--- config.mk ---
export PLATFORM = sky130hd
export DESIGN_NAME = ext_data_memory_bus_port
export DESIGN_NICKNAME = d
export VERILOG_FILES = /design/src/rtl/ext_mem_pkg.sv /design/src/rtl/ext_data_memory_bus_port.sv /design/src/rtl/strobe_timer.sv
export VERILOG_INCLUDE_DIRS = /design/src /design/src/rtl
export SDC_FILE = /design/constraint.sdc
export NUM_CORES = 1
export LEC_CHECK = 0
export CORE_MARGIN = 3
export CORE_UTILIZATION = 60
export DETAILED_ROUTE_END_ITERATION = 6
export DONT_BUFFER_PORTS = 1
export PLACE_DENSITY = 0.76
export SETUP_SLACK_MARGIN = 0.5
export SYNTH_ARGS = -nofsm -noshare
export SYNTH_HDL_FRONTEND = slang
export SYNTH_SLANG_ARGS = --single-unit
--- constraint.sdc ---
create_clock -name clk_i -period 3.2 [get_ports clk_i]
set_input_delay 0.64 -clock clk_i [delete_from_list [all_inputs] [get_ports clk_i]]
set_output_delay 0.64 -clock clk_i [all_outputs]
set_load 0.01 [all_outputs]
--- src/rtl/ext_mem_params.svh ---
`ifndef EXT_MEM_PARAMS_SVH
`define EXT_MEM_PARAMS_SVH
`define ADDR_W        14
`define DATA_W        16
`define ADDR_RST      14'h0000
`define BANK_X        1'b0
`define BANK_Y        1'b1
// least strobe width in ns; cycles derived at 40 MHz (25 ns period), rounded up
`define STROBE_NS     25
`define CLK_PERIOD_NS 25
`define STROBE_CYC    ((`STROBE_NS + `CLK_PERIOD_NS - 1) / `CLK_PERIOD_NS)
`endif

--- src/rtl/ext_mem_pkg.sv ---
package ext_mem_pkg;
	typedef enum logic [2:0] {
		ST_IDLE   = 3'b000,
		ST_STROBE = 3'b001,
		ST_WAIT   = 3'b011,
		ST_DONE   = 3'b010,
		ST_HELD   = 3'b110
	} port_state_t;

	typedef struct packed {
		logic        valid;
		logic        write;
		logic        bank_y;
		logic [13:0] addr;
		logic [15:0] wdata;
	} mem_req_t;

	typedef struct packed {
		logic        done;
		logic [15:0] rdata;
	} mem_rsp_t;

	typedef struct packed {
		logic        bank_sel;
		logic [13:0] addr;
		logic [15:0] data_out;
		logic        data_oe;
		logic        read_b;
		logic        write_b;
		logic        pins_oe;
	} mem_pins_t;
endpackage

--- src/rtl/ext_data_memory_bus_port.sv ---
// Function
// - bank select low X, high Y
// - address holds last value when idle
// - reset drives address to zero
// - zero address kept until first access
// - sixteen-bit two-way data bus
// - bus-owned strobe low while we occupy bus
// - grant low when outside master allowed
// - grant low floats select, address, data, strobes
// - wait input stretches reads
`timescale 1ns/1ps
`include "ext_mem_params.svh"
module ext_data_memory_bus_port
	import ext_mem_pkg::*;
(
	input  wire logic               clk_i,                  // 40 MHz system clock
	input  wire logic               rst_b_i,                // sync reset, active low
	input  ext_mem_pkg::mem_req_t   req_i,                  // core access request
	output ext_mem_pkg::mem_rsp_t   rsp_o,                  // access completion
	output logic                    busy_o,                 // request accepted, not done
	output logic                    bank_sel_o,             // 0 = X, 1 = Y memory
	output logic [13:0]             ext_addr_bus_o,         // address bus
	output logic                    ext_addr_bus_oe_o,      // address/select/strobe enable
	input  wire logic [15:0]        ext_data_bus_i,         // data bus input
	output logic [15:0]             ext_data_bus_o,         // data bus output
	output logic                    ext_data_bus_oe_o,      // data bus enable
	output logic                    mem_read_strobe_b_o,    // read strobe, active low
	output logic                    mem_write_strobe_b_o,   // write strobe, active low
	input  wire logic               wait_i,                 // wait request, active high
	input  wire logic               bus_hold_request_b_i,   // hold request, active low
	output logic                    bus_hold_grant_b_o,     // hold grant, active low
	output logic                    bus_owned_strobe_b_o    // bus occupied, active low
);
	import ext_mem_pkg::*;

	typedef struct packed {
		port_state_t st;
		mem_req_t    req;
		mem_pins_t   pins;
		mem_rsp_t    rsp;
		logic        busy;
		logic        grant_b;
		logic        owned_b;
	} port_t;
	port_t s_q, s_d;
	logic  tmr_start;
	logic  tmr_expire;

	strobe_timer u_timer (
		.clk_i    (clk_i),
		.rst_b_i  (rst_b_i),
		.start_i  (tmr_start),
		.expire_o (tmr_expire)
	);

	always_comb begin
		s_d = s_q;
		tmr_start = 1'b0;
		s_d.rsp.done = 1'b0;
		case (s_q.st)
			ST_IDLE: begin
				// a hold request is only granted between accesses, never mid-strobe
				if (!bus_hold_request_b_i) begin
					s_d.st = ST_HELD;
					s_d.grant_b = 1'b0;
					s_d.pins.pins_oe = 1'b0;
					s_d.pins.data_oe = 1'b0;
				end else if (req_i.valid) begin
					s_d.st = ST_STROBE;
					s_d.req = req_i;
					s_d.busy = 1'b1;
					s_d.owned_b = 1'b0;
					s_d.pins.bank_sel = req_i.bank_y ? `BANK_Y : `BANK_X;
					s_d.pins.addr = req_i.addr;
					s_d.pins.read_b = req_i.write;
					s_d.pins.write_b = !req_i.write;
					s_d.pins.data_out = req_i.wdata;
					s_d.pins.data_oe = req_i.write;
					tmr_start = 1'b1;
				end
			end
			ST_STROBE: begin
				if (tmr_expire) begin
					s_d.st = s_q.req.write ? ST_DONE : ST_WAIT;
				end
			end
			ST_WAIT: begin
				if (!wait_i) begin
					s_d.rsp.rdata = ext_data_bus_i;
					s_d.st = ST_DONE;
				end
			end
			ST_DONE: begin
				// address and select stay put after the access
				s_d.pins.read_b = 1'b1;
				s_d.pins.write_b = 1'b1;
				s_d.pins.data_oe = 1'b0;
				s_d.owned_b = 1'b1;
				s_d.busy = 1'b0;
				s_d.rsp.done = 1'b1;
				s_d.st = ST_IDLE;
			end
			ST_HELD: begin
				if (bus_hold_request_b_i) begin
					s_d.st = ST_IDLE;
					s_d.grant_b = 1'b1;
					s_d.pins.pins_oe = 1'b1;
				end
			end
			default: begin
				s_d.st = ST_IDLE;
			end
		endcase
	end

	always_ff @(posedge clk_i) begin
		if (!rst_b_i) begin
			s_q <= '0;
			s_q.st <= ST_IDLE;
			s_q.pins.addr <= `ADDR_RST;
			s_q.pins.read_b <= 1'b1;
			s_q.pins.write_b <= 1'b1;
			s_q.pins.pins_oe <= 1'b1;
			s_q.grant_b <= 1'b1;
			s_q.owned_b <= 1'b1;
		end else begin
			s_q <= s_d;
		end
	end

	assign rsp_o                = s_q.rsp;
	assign busy_o               = s_q.busy;
	assign bank_sel_o           = s_q.pins.bank_sel;
	assign ext_addr_bus_o       = s_q.pins.addr;
	assign ext_addr_bus_oe_o    = s_q.pins.pins_oe;
	assign ext_data_bus_o       = s_q.pins.data_out;
	assign ext_data_bus_oe_o    = s_q.pins.data_oe;
	assign mem_read_strobe_b_o  = s_q.pins.read_b;
	assign mem_write_strobe_b_o = s_q.pins.write_b;
	assign bus_hold_grant_b_o   = s_q.grant_b;
	assign bus_owned_strobe_b_o = s_q.owned_b;

	a_bank_select: assert property (@(posedge clk_i) disable iff (!rst_b_i)
		(s_q.st == ST_IDLE && bus_hold_request_b_i && req_i.valid) |=> bank_sel_o == $past(req_i.bank_y))
		else $error("bank select does not follow request");
	a_addr_hold: assert property (@(posedge clk_i) disable iff (!rst_b_i)
		(s_q.st != ST_IDLE) |=> $stable(ext_addr_bus_o))
		else $error("address changed outside access start");
	a_addr_reset: assert property (@(posedge clk_i)
		!rst_b_i |=> ext_addr_bus_o == 14'h0000)
		else $error("address not zero after reset");
	// address may only move on the edge that takes a request, so the reset zero survives until then
	a_addr_first: assert property (@(posedge clk_i) disable iff (!rst_b_i)
		!(s_q.st == ST_IDLE && bus_hold_request_b_i && req_i.valid) |=> $stable(ext_addr_bus_o))
		else $error("address moved without an access");
	a_data_drive: assert property (@(posedge clk_i) disable iff (!rst_b_i)
		ext_data_bus_oe_o |-> !mem_write_strobe_b_o && mem_read_strobe_b_o)
		else $error("data driven outside a write");
	a_owned_busy: assert property (@(posedge clk_i) disable iff (!rst_b_i)
		(!mem_read_strobe_b_o || !mem_write_strobe_b_o) |-> !bus_owned_strobe_b_o)
		else $error("strobe active without bus owned");
	a_grant_hold: assert property (@(posedge clk_i) disable iff (!rst_b_i)
		(s_q.st == ST_IDLE && !bus_hold_request_b_i) |=> !bus_hold_grant_b_o)
		else $error("hold request not granted");
	a_float_bus: assert property (@(posedge clk_i) disable iff (!rst_b_i)
		!bus_hold_grant_b_o |-> !ext_addr_bus_oe_o && !ext_data_bus_oe_o && bus_owned_strobe_b_o)
		else $error("pins driven while granted");
	a_wait_read: assert property (@(posedge clk_i) disable iff (!rst_b_i)
		(s_q.st == ST_WAIT && wait_i) |=> !mem_read_strobe_b_o && !rsp_o.done)
		else $error("read ended during wait");
	a_strobe_end: assert property (@(posedge clk_i) disable iff (!rst_b_i)
		rsp_o.done |-> mem_read_strobe_b_o && mem_write_strobe_b_o && bus_owned_strobe_b_o)
		else $error("strobe still active at completion");
endmodule

--- src/rtl/strobe_timer.sv ---
`timescale 1ns/1ps
`include "ext_mem_params.svh"
module strobe_timer
	import ext_mem_pkg::*;
(
	input  wire logic clk_i,    // system clock
	input  wire logic rst_b_i,  // sync reset, active low
	input  wire logic start_i,  // start a strobe interval
	output logic      expire_o  // one-cycle pulse when interval elapsed
);
	typedef struct packed {
		logic [3:0] cnt;
		logic       run;
		logic       expire;
	} tmr_t;
	tmr_t s_q, s_d;

	always_comb begin
		s_d = s_q;
		s_d.expire = 1'b0;
		if (start_i) begin
			s_d.run = 1'b1;
			s_d.cnt = 4'(`STROBE_CYC - 1);
		end else if (s_q.run) begin
			if (s_q.cnt == 4'h0) begin
				s_d.run = 1'b0;
				s_d.expire = 1'b1;
			end else begin
				s_d.cnt = s_q.cnt - 4'h1;
			end
		end
	end

	always_ff @(posedge clk_i) begin
		if (!rst_b_i) begin
			s_q <= '0;
		end else begin
			s_q <= s_d;
		end
	end

	assign expire_o = s_q.expire;
endmodule

## After elaboration in Yosys (flattened, before gate mapping)

Index checks and enable logic that the tools add are counted.

- Register bits after elaboration: 66
- Output and inout bits: 55
- Word-level logic and storage cells: 75

- Add/sub/neg operators: 1
- Equal/unequal tests: 11
- Muxes and demuxes: 27
- Bitwise operators: 4
- Reduce and logical (&&, ||, !) cells: 14

Operator list:

| operator | number |
|---|---|
| two-way mux 70 bit | 1 |
| two-way mux 1 bit | 14 |
| two-way mux 3 bit | 4 |
| case mux 3 bit (4 select lines) | 1 |
| inequality test 2 bit, second input constant | 5 |
| AND reduction 3 bit | 3 |
| equality test 3 x 2 -> 1 bit, second input constant | 2 |
| two-way mux 2 bit | 3 |
| case mux 1 bit (2 select lines) | 3 |
| case mux 3 bit (2 select lines) | 1 |
| AND reduction 2 bit | 3 |
| logical NOT 4 bit | 1 |
| NOT 1 bit | 4 |
| AND reduction 4 bit | 1 |
| nonzero test 2 bit | 2 |
| subtractor 4 x 1 -> 4 bit, second input constant | 1 |
| equality test 3 x 1 -> 1 bit, second input constant | 1 |
| equality test 3 bit, second input constant | 1 |
| logical NOT 3 bit | 1 |
| inequality test 3 bit, second input constant | 1 |
| OR reduction 3 bit | 1 |
| inequality test 2 x 1 -> 1 bit, second input constant | 1 |
| OR reduction 2 bit | 1 |
| logical NOT 1 bit | 1 |

## Longest topological paths before layout

Gate-level depths: netlist of run 1.

- Depth after elaboration: 4
- Gate-level depth with buffers: 6
- Gate-level depth less buffers: 5

## Cells and area by module

Synthesis of run 1 repeated with hierarchy kept, for this count alone.

- Cells, all modules: 342
- Area, all modules: 2902.8 um^2

Modules (own cells, without submodules):

| module | times used | cells an instance | area an instance (um^2) | seq. area each (um^2) |
|---|---|---|---|---|
| ext_data_memory_bus_port | 1 | 314 | 2632.5 | 1161.1 |
| strobe_timer | 1 | 28 | 270.3 | 120.1 |

## Worst setup path before layout of run 1

Ideal clock, no wire load.

- Path kind: input-to-reg
- Start point: in bus_hold_request_b_i
- End point: reg s_q, in the netlist ext_addr_bus_o[0]
- Setup time: 0.072 ns
- Data arrival time: 1.566 ns
- Data required time: 3.128 ns
- Slack: 1.562 ns
- Stages on the path: 5
- Buffers on the path: 2
- Path through: clkbuf_1 > nand2_1 > nor2_8 > buf_12 > mux2i_1

- Word-level cells in the longest chain between the ends: 1

Ends and longest elaborated chain:

| what | line | source |
|---|---|---|
| from (decl) | ext_data_memory_bus_port.sv:30 | `input wire logic bus_hold_request_b_i,` |
| AND reduction 3 bit (no line) | - |  |
| to (decl) | ext_data_memory_bus_port.sv:45 | `port_t s_q, s_d;` |

Every way passes these cells.
A chain may end at the register's enable or synchronous reset.

## Worst setup path in the final report of run 1

- Start point: reg s_q[90] (netlist name)
- End point: reg s_q, in the netlist ext_addr_bus_o[7]

- Word-level cells in the longest chain between the ends: 2

Ends and longest elaborated chain:

| what | line | source |
|---|---|---|
| logical NOT 3 bit | ext_data_memory_bus_port.sv:60 | `case (s_q.st)` |
| AND reduction 3 bit (no line) | - |  |

Every way passes these cells.

==> summary.txt, run 1 <==
root buffer cell -> clkbuf_8
Worst Path Arrival -> 2.06 ns
FF-to-FF path depth -> 3
Final Routed Wirelength -> 4860 um
CP Buf/Inv Count -> 0
nets@finish -> 336
# hold bufs at CTS -> 0
Slew Limit Fails -> 0
clk_skew -> 0.00847 ns
multi-input logic area -> 1180 um^2
drt pass-1 iters -> 4
Worst slew margin -> 55.8%
clk sinks -> 64
crit path cell chain -> or3_4, nor2_8, mux2i_1
Worst path depth -> 3
Initial Util -> 62.7%
setup_tns -> 0 ns
Pleak -> 1.04 nW
Die Footprint -> 5850 um^2
Final Hold Vio Count -> 0
Yosys warning count -> 0
register area share after synthesis -> 43.0%
PD cells -> 635 nW/um^2
Cells on Worst Hold Path -> 1
Hold Path Class -> input pin to register
Clock transition at path regs -> 0.07 ns
post-synthesis cell count -> 340
chip width -> 76.5 um
Synth cell types -> 39
Tcrit/Tclk final -> 56.7%
Via Count -> 1885
routability cong. -> 0.758
top cell family by delay on the critical path -> simple AND/OR/NAND/NOR gates
Post-DP HPWL -> 3350 um
total grt overflow -> 0
WS Path Type -> register to register
setup repair after global routing missed its margin -> no
Skew-Pair Late Insertion Delay -> 0.33 ns
initial drt markers -> 76
max-cap viol count -> 0
post-DR vias/cell -> 5.34
commonest non-fill, non-tap cell in the layout -> nand2_1
detail-routed net length per standard cell -> 13.8 um
Syn Area/Cell -> 8.77 um^2
first-pass GRT wire length -> 7980 um
Critical Path RT -> 3.45 ns
I/O pin count -> 108
slowest CP cell -> nor2_8
vias in the first global route -> 1741
highest-count cells in the layout ignoring fill and taps -> nand2_1 (102), dfxtp_1 (64), mux2i_1 (32)
Area Growth Syn to Fin -> -5.87%
number of core rows -> 25
initial antenna violation count -> 0
CTS Buf Count -> 9
postcts setup bufs -> 0
H-tree level count -> 3
TritonCTS clock tree -> built
post-layout min period -> 1.81 ns
CP peak stage delay -> 0.54 ns
port bufs -> 0
DIE HEIGHT -> 76.5 um
Max IR drop VDD -> 0.000358 V
GRT Overall Usage -> 17.0%
area of the mapped netlist -> 2980 um^2
final-layout fill cell count -> 447
Placed Cells -> 338
Fmax achieved -> 551 MHz
share of cells above drive strength 1 -> 6.64%
FF+latch count, synth -> 64
worst-path fanout max -> 32
Core Box Area -> 4750 um^2
r2r setup slk -> 1.39 ns
largest net degree at the start of global routing -> 88
DRC Markers -> 0
Final Util -> 59.1%
Setup crit start kind -> register
Non-Filler Instances -> 353
Seq. cell area -> 1280 um^2
Worst-Margin Slew -> 0.663 ns
status -> finished clean
final setup fails -> 0
Crit. End Element -> register
post-route ant nets -> 0
Post-Syn Nets -> 394
# diodes -> 0
Post-CTS Resized -> 0
clk buf depth -> 2
[cells in the mapped netlist, drive strengths merged]
master   count  area share, %
a211o        1           0.29
a211oi       1           0.25
a21boi      16            4.0
a21o         4            1.0
a21oi       10            1.7
a311oi       1           0.29
a31oi        1           0.21
and2         1           0.21
and3         2           0.42
and4b        1           0.34
buf         57             16
clkbuf      13            1.6
dfxtp       64             43
ha           1           0.42
inv          5           0.63
mux2i       32             11
nand2      102             13
nand3        2           0.34
nand4b       1           0.29
nand4bb      1           0.38
nor2         4            1.0
nor2b        1           0.21
nor3         3           0.50
nor4         1           0.21
nor4b        2           0.59
nor4bb       1           0.34
o21a         1           0.25
o21ai        6            1.0
o22ai        1           0.21
or3          2           0.59
or3b         1           0.29
xor2         1           0.29
[area by class of cell]
cell class,instances,area share (%)
inverters,5,0.668
well taps,67,2.99
clock inverters,2,2.14
flip-flops and latches,64,45.6
repair buffers,1,0.267
multi-input cells,201,41.9
clock buffers,13,6.37
[cell families after synthesis]
logic type,count (synthesis),share of synthesized area [%]
adders and majority gates,1,0.419
muxes,32,10.7
AOI/OAI and AO/OA,42,9.23
buffers and inverters,75,17.8
and+or+nand+nor,125,18.6
xor gates and xnor gates,1,0.294
DFF,64,43.0
[metal layers]
layer | track usage (%) | share of wire, %
met1 | 19.0 | 42
met2 | 26.4 | 46
met3 | 7.45 | 9.9
met4 | 10.9 | 2.2
met5 | 0 | 0
[power by group]
part           switching [mW]  leakage, nW  internal [mW]
logic                  0.0507        0.394         0.0492
clock network           0.287        0.122          0.520
registers              0.0454        0.520          0.831
total                   0.383         1.04           1.40
[sequential cells by signal, indices dropped and copies added (netlist names)]
signal,count
mem_write_strobe_b_o,1
busy_o,1
mem_read_strobe_b_o,1
ext_data_bus_o,16
rsp_o,17
s_q,5
bus_hold_grant_b_o,1
u_timer.expire_o,1
bus_owned_strobe_b_o,1
u_timer.s_q,5
ext_data_bus_oe_o,1
ext_addr_bus_o,14
[final timing paths]
check | startpoint | end
max | s_q[90] | ext_addr_bus_o[7]
min | bus_hold_request_b_i | s_q[90]
max reg2reg | s_q[90] | ext_addr_bus_o[7]
min reg2reg | s_q[86] | s_q[86]
[metrics by stage]
stage          power (mW)  cell area, um^2  hold WS, ns  setup slack [ns]
6_report             1.78             2810        0.381              1.39
3_5_place_dp        0.995             2570        0.473              1.43
4_1_cts              1.81             2810        0.369              1.38
2_1_floorplan        1.04             2980        0.435              1.56
5_1_grt              1.86             2810        0.368              1.30
3_3_place_gp        0.991             2570        0.463              1.46
[worst register-to-register path, cell delays in order, from the launching register on]
cell	delay (ns)
dfxtp_1	0.41
or3_4	0.47
nor2_8	0.54
mux2i_1	0.32
No activity file was read; power rests on OpenSTA's default activity.
==> inputs of run 2 (changes only) <==
clock period = 1.8 ns   (was 3.2 ns; I/O delays follow)
==> summary.txt, run 2 (same netlist as run 1, synthesis figures left out) <==
max reg flops -> 17 (unchanged)
Fmax achieved -> 719 MHz (was 551 MHz)
nets@finish -> 346 (was 336)
total power -> 3.12 mW (was 1.78 mW)
Final Routed Wirelength -> 5170 um (was 4860 um)
final setup fails -> 0 (unchanged)
DRC Markers -> 0 (unchanged)
Via Count -> 1919 (was 1885)
root buffer cell -> clkbuf_8 (unchanged)
PD cells -> 1060 nW/um^2 (was 635 nW/um^2)
setup repair after global routing missed its margin -> yes (was no)
crit path cell chain -> inv_2, ha_2, or3b_4, a311oi_1 (was or3_4, nor2_8, mux2i_1)
Core Box Area -> 4750 um^2 (unchanged)
Tcrit/Tclk final -> 77.3% (was 56.7%)
# hold bufs at CTS -> 0 (unchanged)
total grt overflow -> 0 (unchanged)
WS Path Type -> register to register (unchanged)
# diodes -> 0 (unchanged)
TritonCTS clock tree -> built (unchanged)
worst-path fanout max -> 5 (was 32)
Pleak -> 1.10 nW (was 1.04 nW)
clk sinks -> 64 (unchanged)
Worst Path Arrival -> 1.61 ns (was 2.06 ns)
top cell family by delay on the critical path -> simple AND/OR/NAND/NOR gates (unchanged)
DIE HEIGHT -> 76.5 um (unchanged)
vias in the first global route -> 1894 (was 1741)
GRT Overall Usage -> 18.1% (was 17.0%)
Worst-Margin Slew -> 0.397 ns (was 0.663 ns)
post-route ant nets -> 0 (unchanged)
Post-DP HPWL -> 3460 um (was 3350 um)
post-layout min period -> 1.39 ns (was 1.81 ns)
Hold Path Class -> input pin to register (unchanged)
highest-count cells in the layout ignoring fill and taps -> nand2_1 (102), dfxtp_1 (60), mux2i_1 (32) (was nand2_1 (102), dfxtp_1 (64), mux2i_1 (32))
I/O pin count -> 108 (unchanged)
CP peak stage delay -> 0.41 ns (was 0.54 ns)
largest net degree at the start of global routing -> 88 (unchanged)
Die Footprint -> 5850 um^2 (unchanged)
CTS Buf Count -> 9 (unchanged)
clk_skew -> 0.00649 ns (was 0.00847 ns)
post-DR vias/cell -> 5.29 (was 5.34)
Crit. End Element -> register (unchanged)
CP Buf/Inv Count -> 1 (was 0)
share of cells above drive strength 1 -> 12.5% (was 6.64%)
first-pass GRT wire length -> 8480 um (was 7980 um)
slowest CP cell -> or3b_4 (was nor2_8)
Initial Util -> 62.7% (unchanged)
setup_tns -> 0 ns (unchanged)
initial drt markers -> 68 (was 76)
port bufs -> 0 (unchanged)
max-cap viol count -> 0 (unchanged)
Slew Limit Fails -> 0 (unchanged)
initial antenna violation count -> 0 (unchanged)
Worst slew margin -> 73.3% (was 55.8%)
status -> finished clean (unchanged)
Skew-Pair Late Insertion Delay -> 0.33 ns (about the same)
Clock transition at path regs -> 0.06 ns (was 0.07 ns)
Critical Path RT -> 2.02 ns (was 3.45 ns)
Fin Hold WS -> 0.102 ns (was 0.381 ns)
commonest non-fill, non-tap cell in the layout -> nand2_1 (unchanged)
Max IR drop VDD -> 0.000723 V (was 0.000358 V)
clk buf depth -> 2 (unchanged)
chip width -> 76.5 um (unchanged)
Area Growth Syn to Fin -> -1.38% (was -5.87%)
detail-routed net length per standard cell -> 14.2 um (was 13.8 um)
Setup crit start kind -> register (unchanged)
drt pass-1 iters -> 4 (unchanged)
number of core rows -> 25 (unchanged)
Final Hold Vio Count -> 0 (unchanged)
routability cong. -> 0.780 (was 0.758)
H-tree level count -> 3 (unchanged)
-- run 2: changes by cell type in the layout (fill, tap and decap cells not counted), moves of 3 or more --
cell      previous run  this run
a21boi_1             4        11
a21boi_0            12         5
buf_4                1         6
dfxtp_2              0         3
dfxtp_1             64        60
-- run 2: metrics by stage --
stage	setup WS (ns)	utilization (%)	instance area (um^2)	std cells
2_1_floorplan	0.412	-	2990	340
3_3_place_gp	0.468	55.3	2630	344
3_5_place_dp	0.393	55.3	2630	344
4_1_cts	0.461	60.4	2870	360
5_1_grt	0.370	61.9	2940	363
6_report	0.409	61.9	2940	363
-- run 2: path summary, 6_finish.rpt --
path	start	end	slack [ns]	cells past startpoint
max	u_timer.s_q[2]	u_timer.s_q[3]	0.41	4
min	bus_hold_request_b_i	s_q[90]	0.10	1
max reg2reg	u_timer.s_q[2]	u_timer.s_q[3]	0.41	4
min reg2reg	s_q[86]	s_q[86]	0.49	2
-- run 2: area by class of cell --
class,instances,area (um^2)
Fill cell,415,1810
Sequential cell,64,1290
Multi-Input combinational cell,201,1200
Clock buffer,12,155
Timing Repair Buffer,11,128
Tap cell,67,83.8
Clock inverter,3,65.1
Inverter,5,18.8
-- run 2: report_power, final --
group	switching, mW	internal [mW]
combinational	0.109	0.116
sequential	0.0713	1.48
clock	0.501	0.846
-- run 2: metal layers --
metal	share of wire [%]	global-route usage (%)
met1	43	20.5
met2	45	28.3
met3	10	7.80
met4	1.8	10.3
met5	0	0
-- run 2: what timing repair did --
| action | CTS | global route |
|---|---|---|
| buffers inserted | 1 | 1 |
| gates resized for setup | 6 | 19 |
| setup endpoints to repair | 54 | 57 |
| gates cloned | 0 | 2 |
| pin swaps | 2 | 1 |
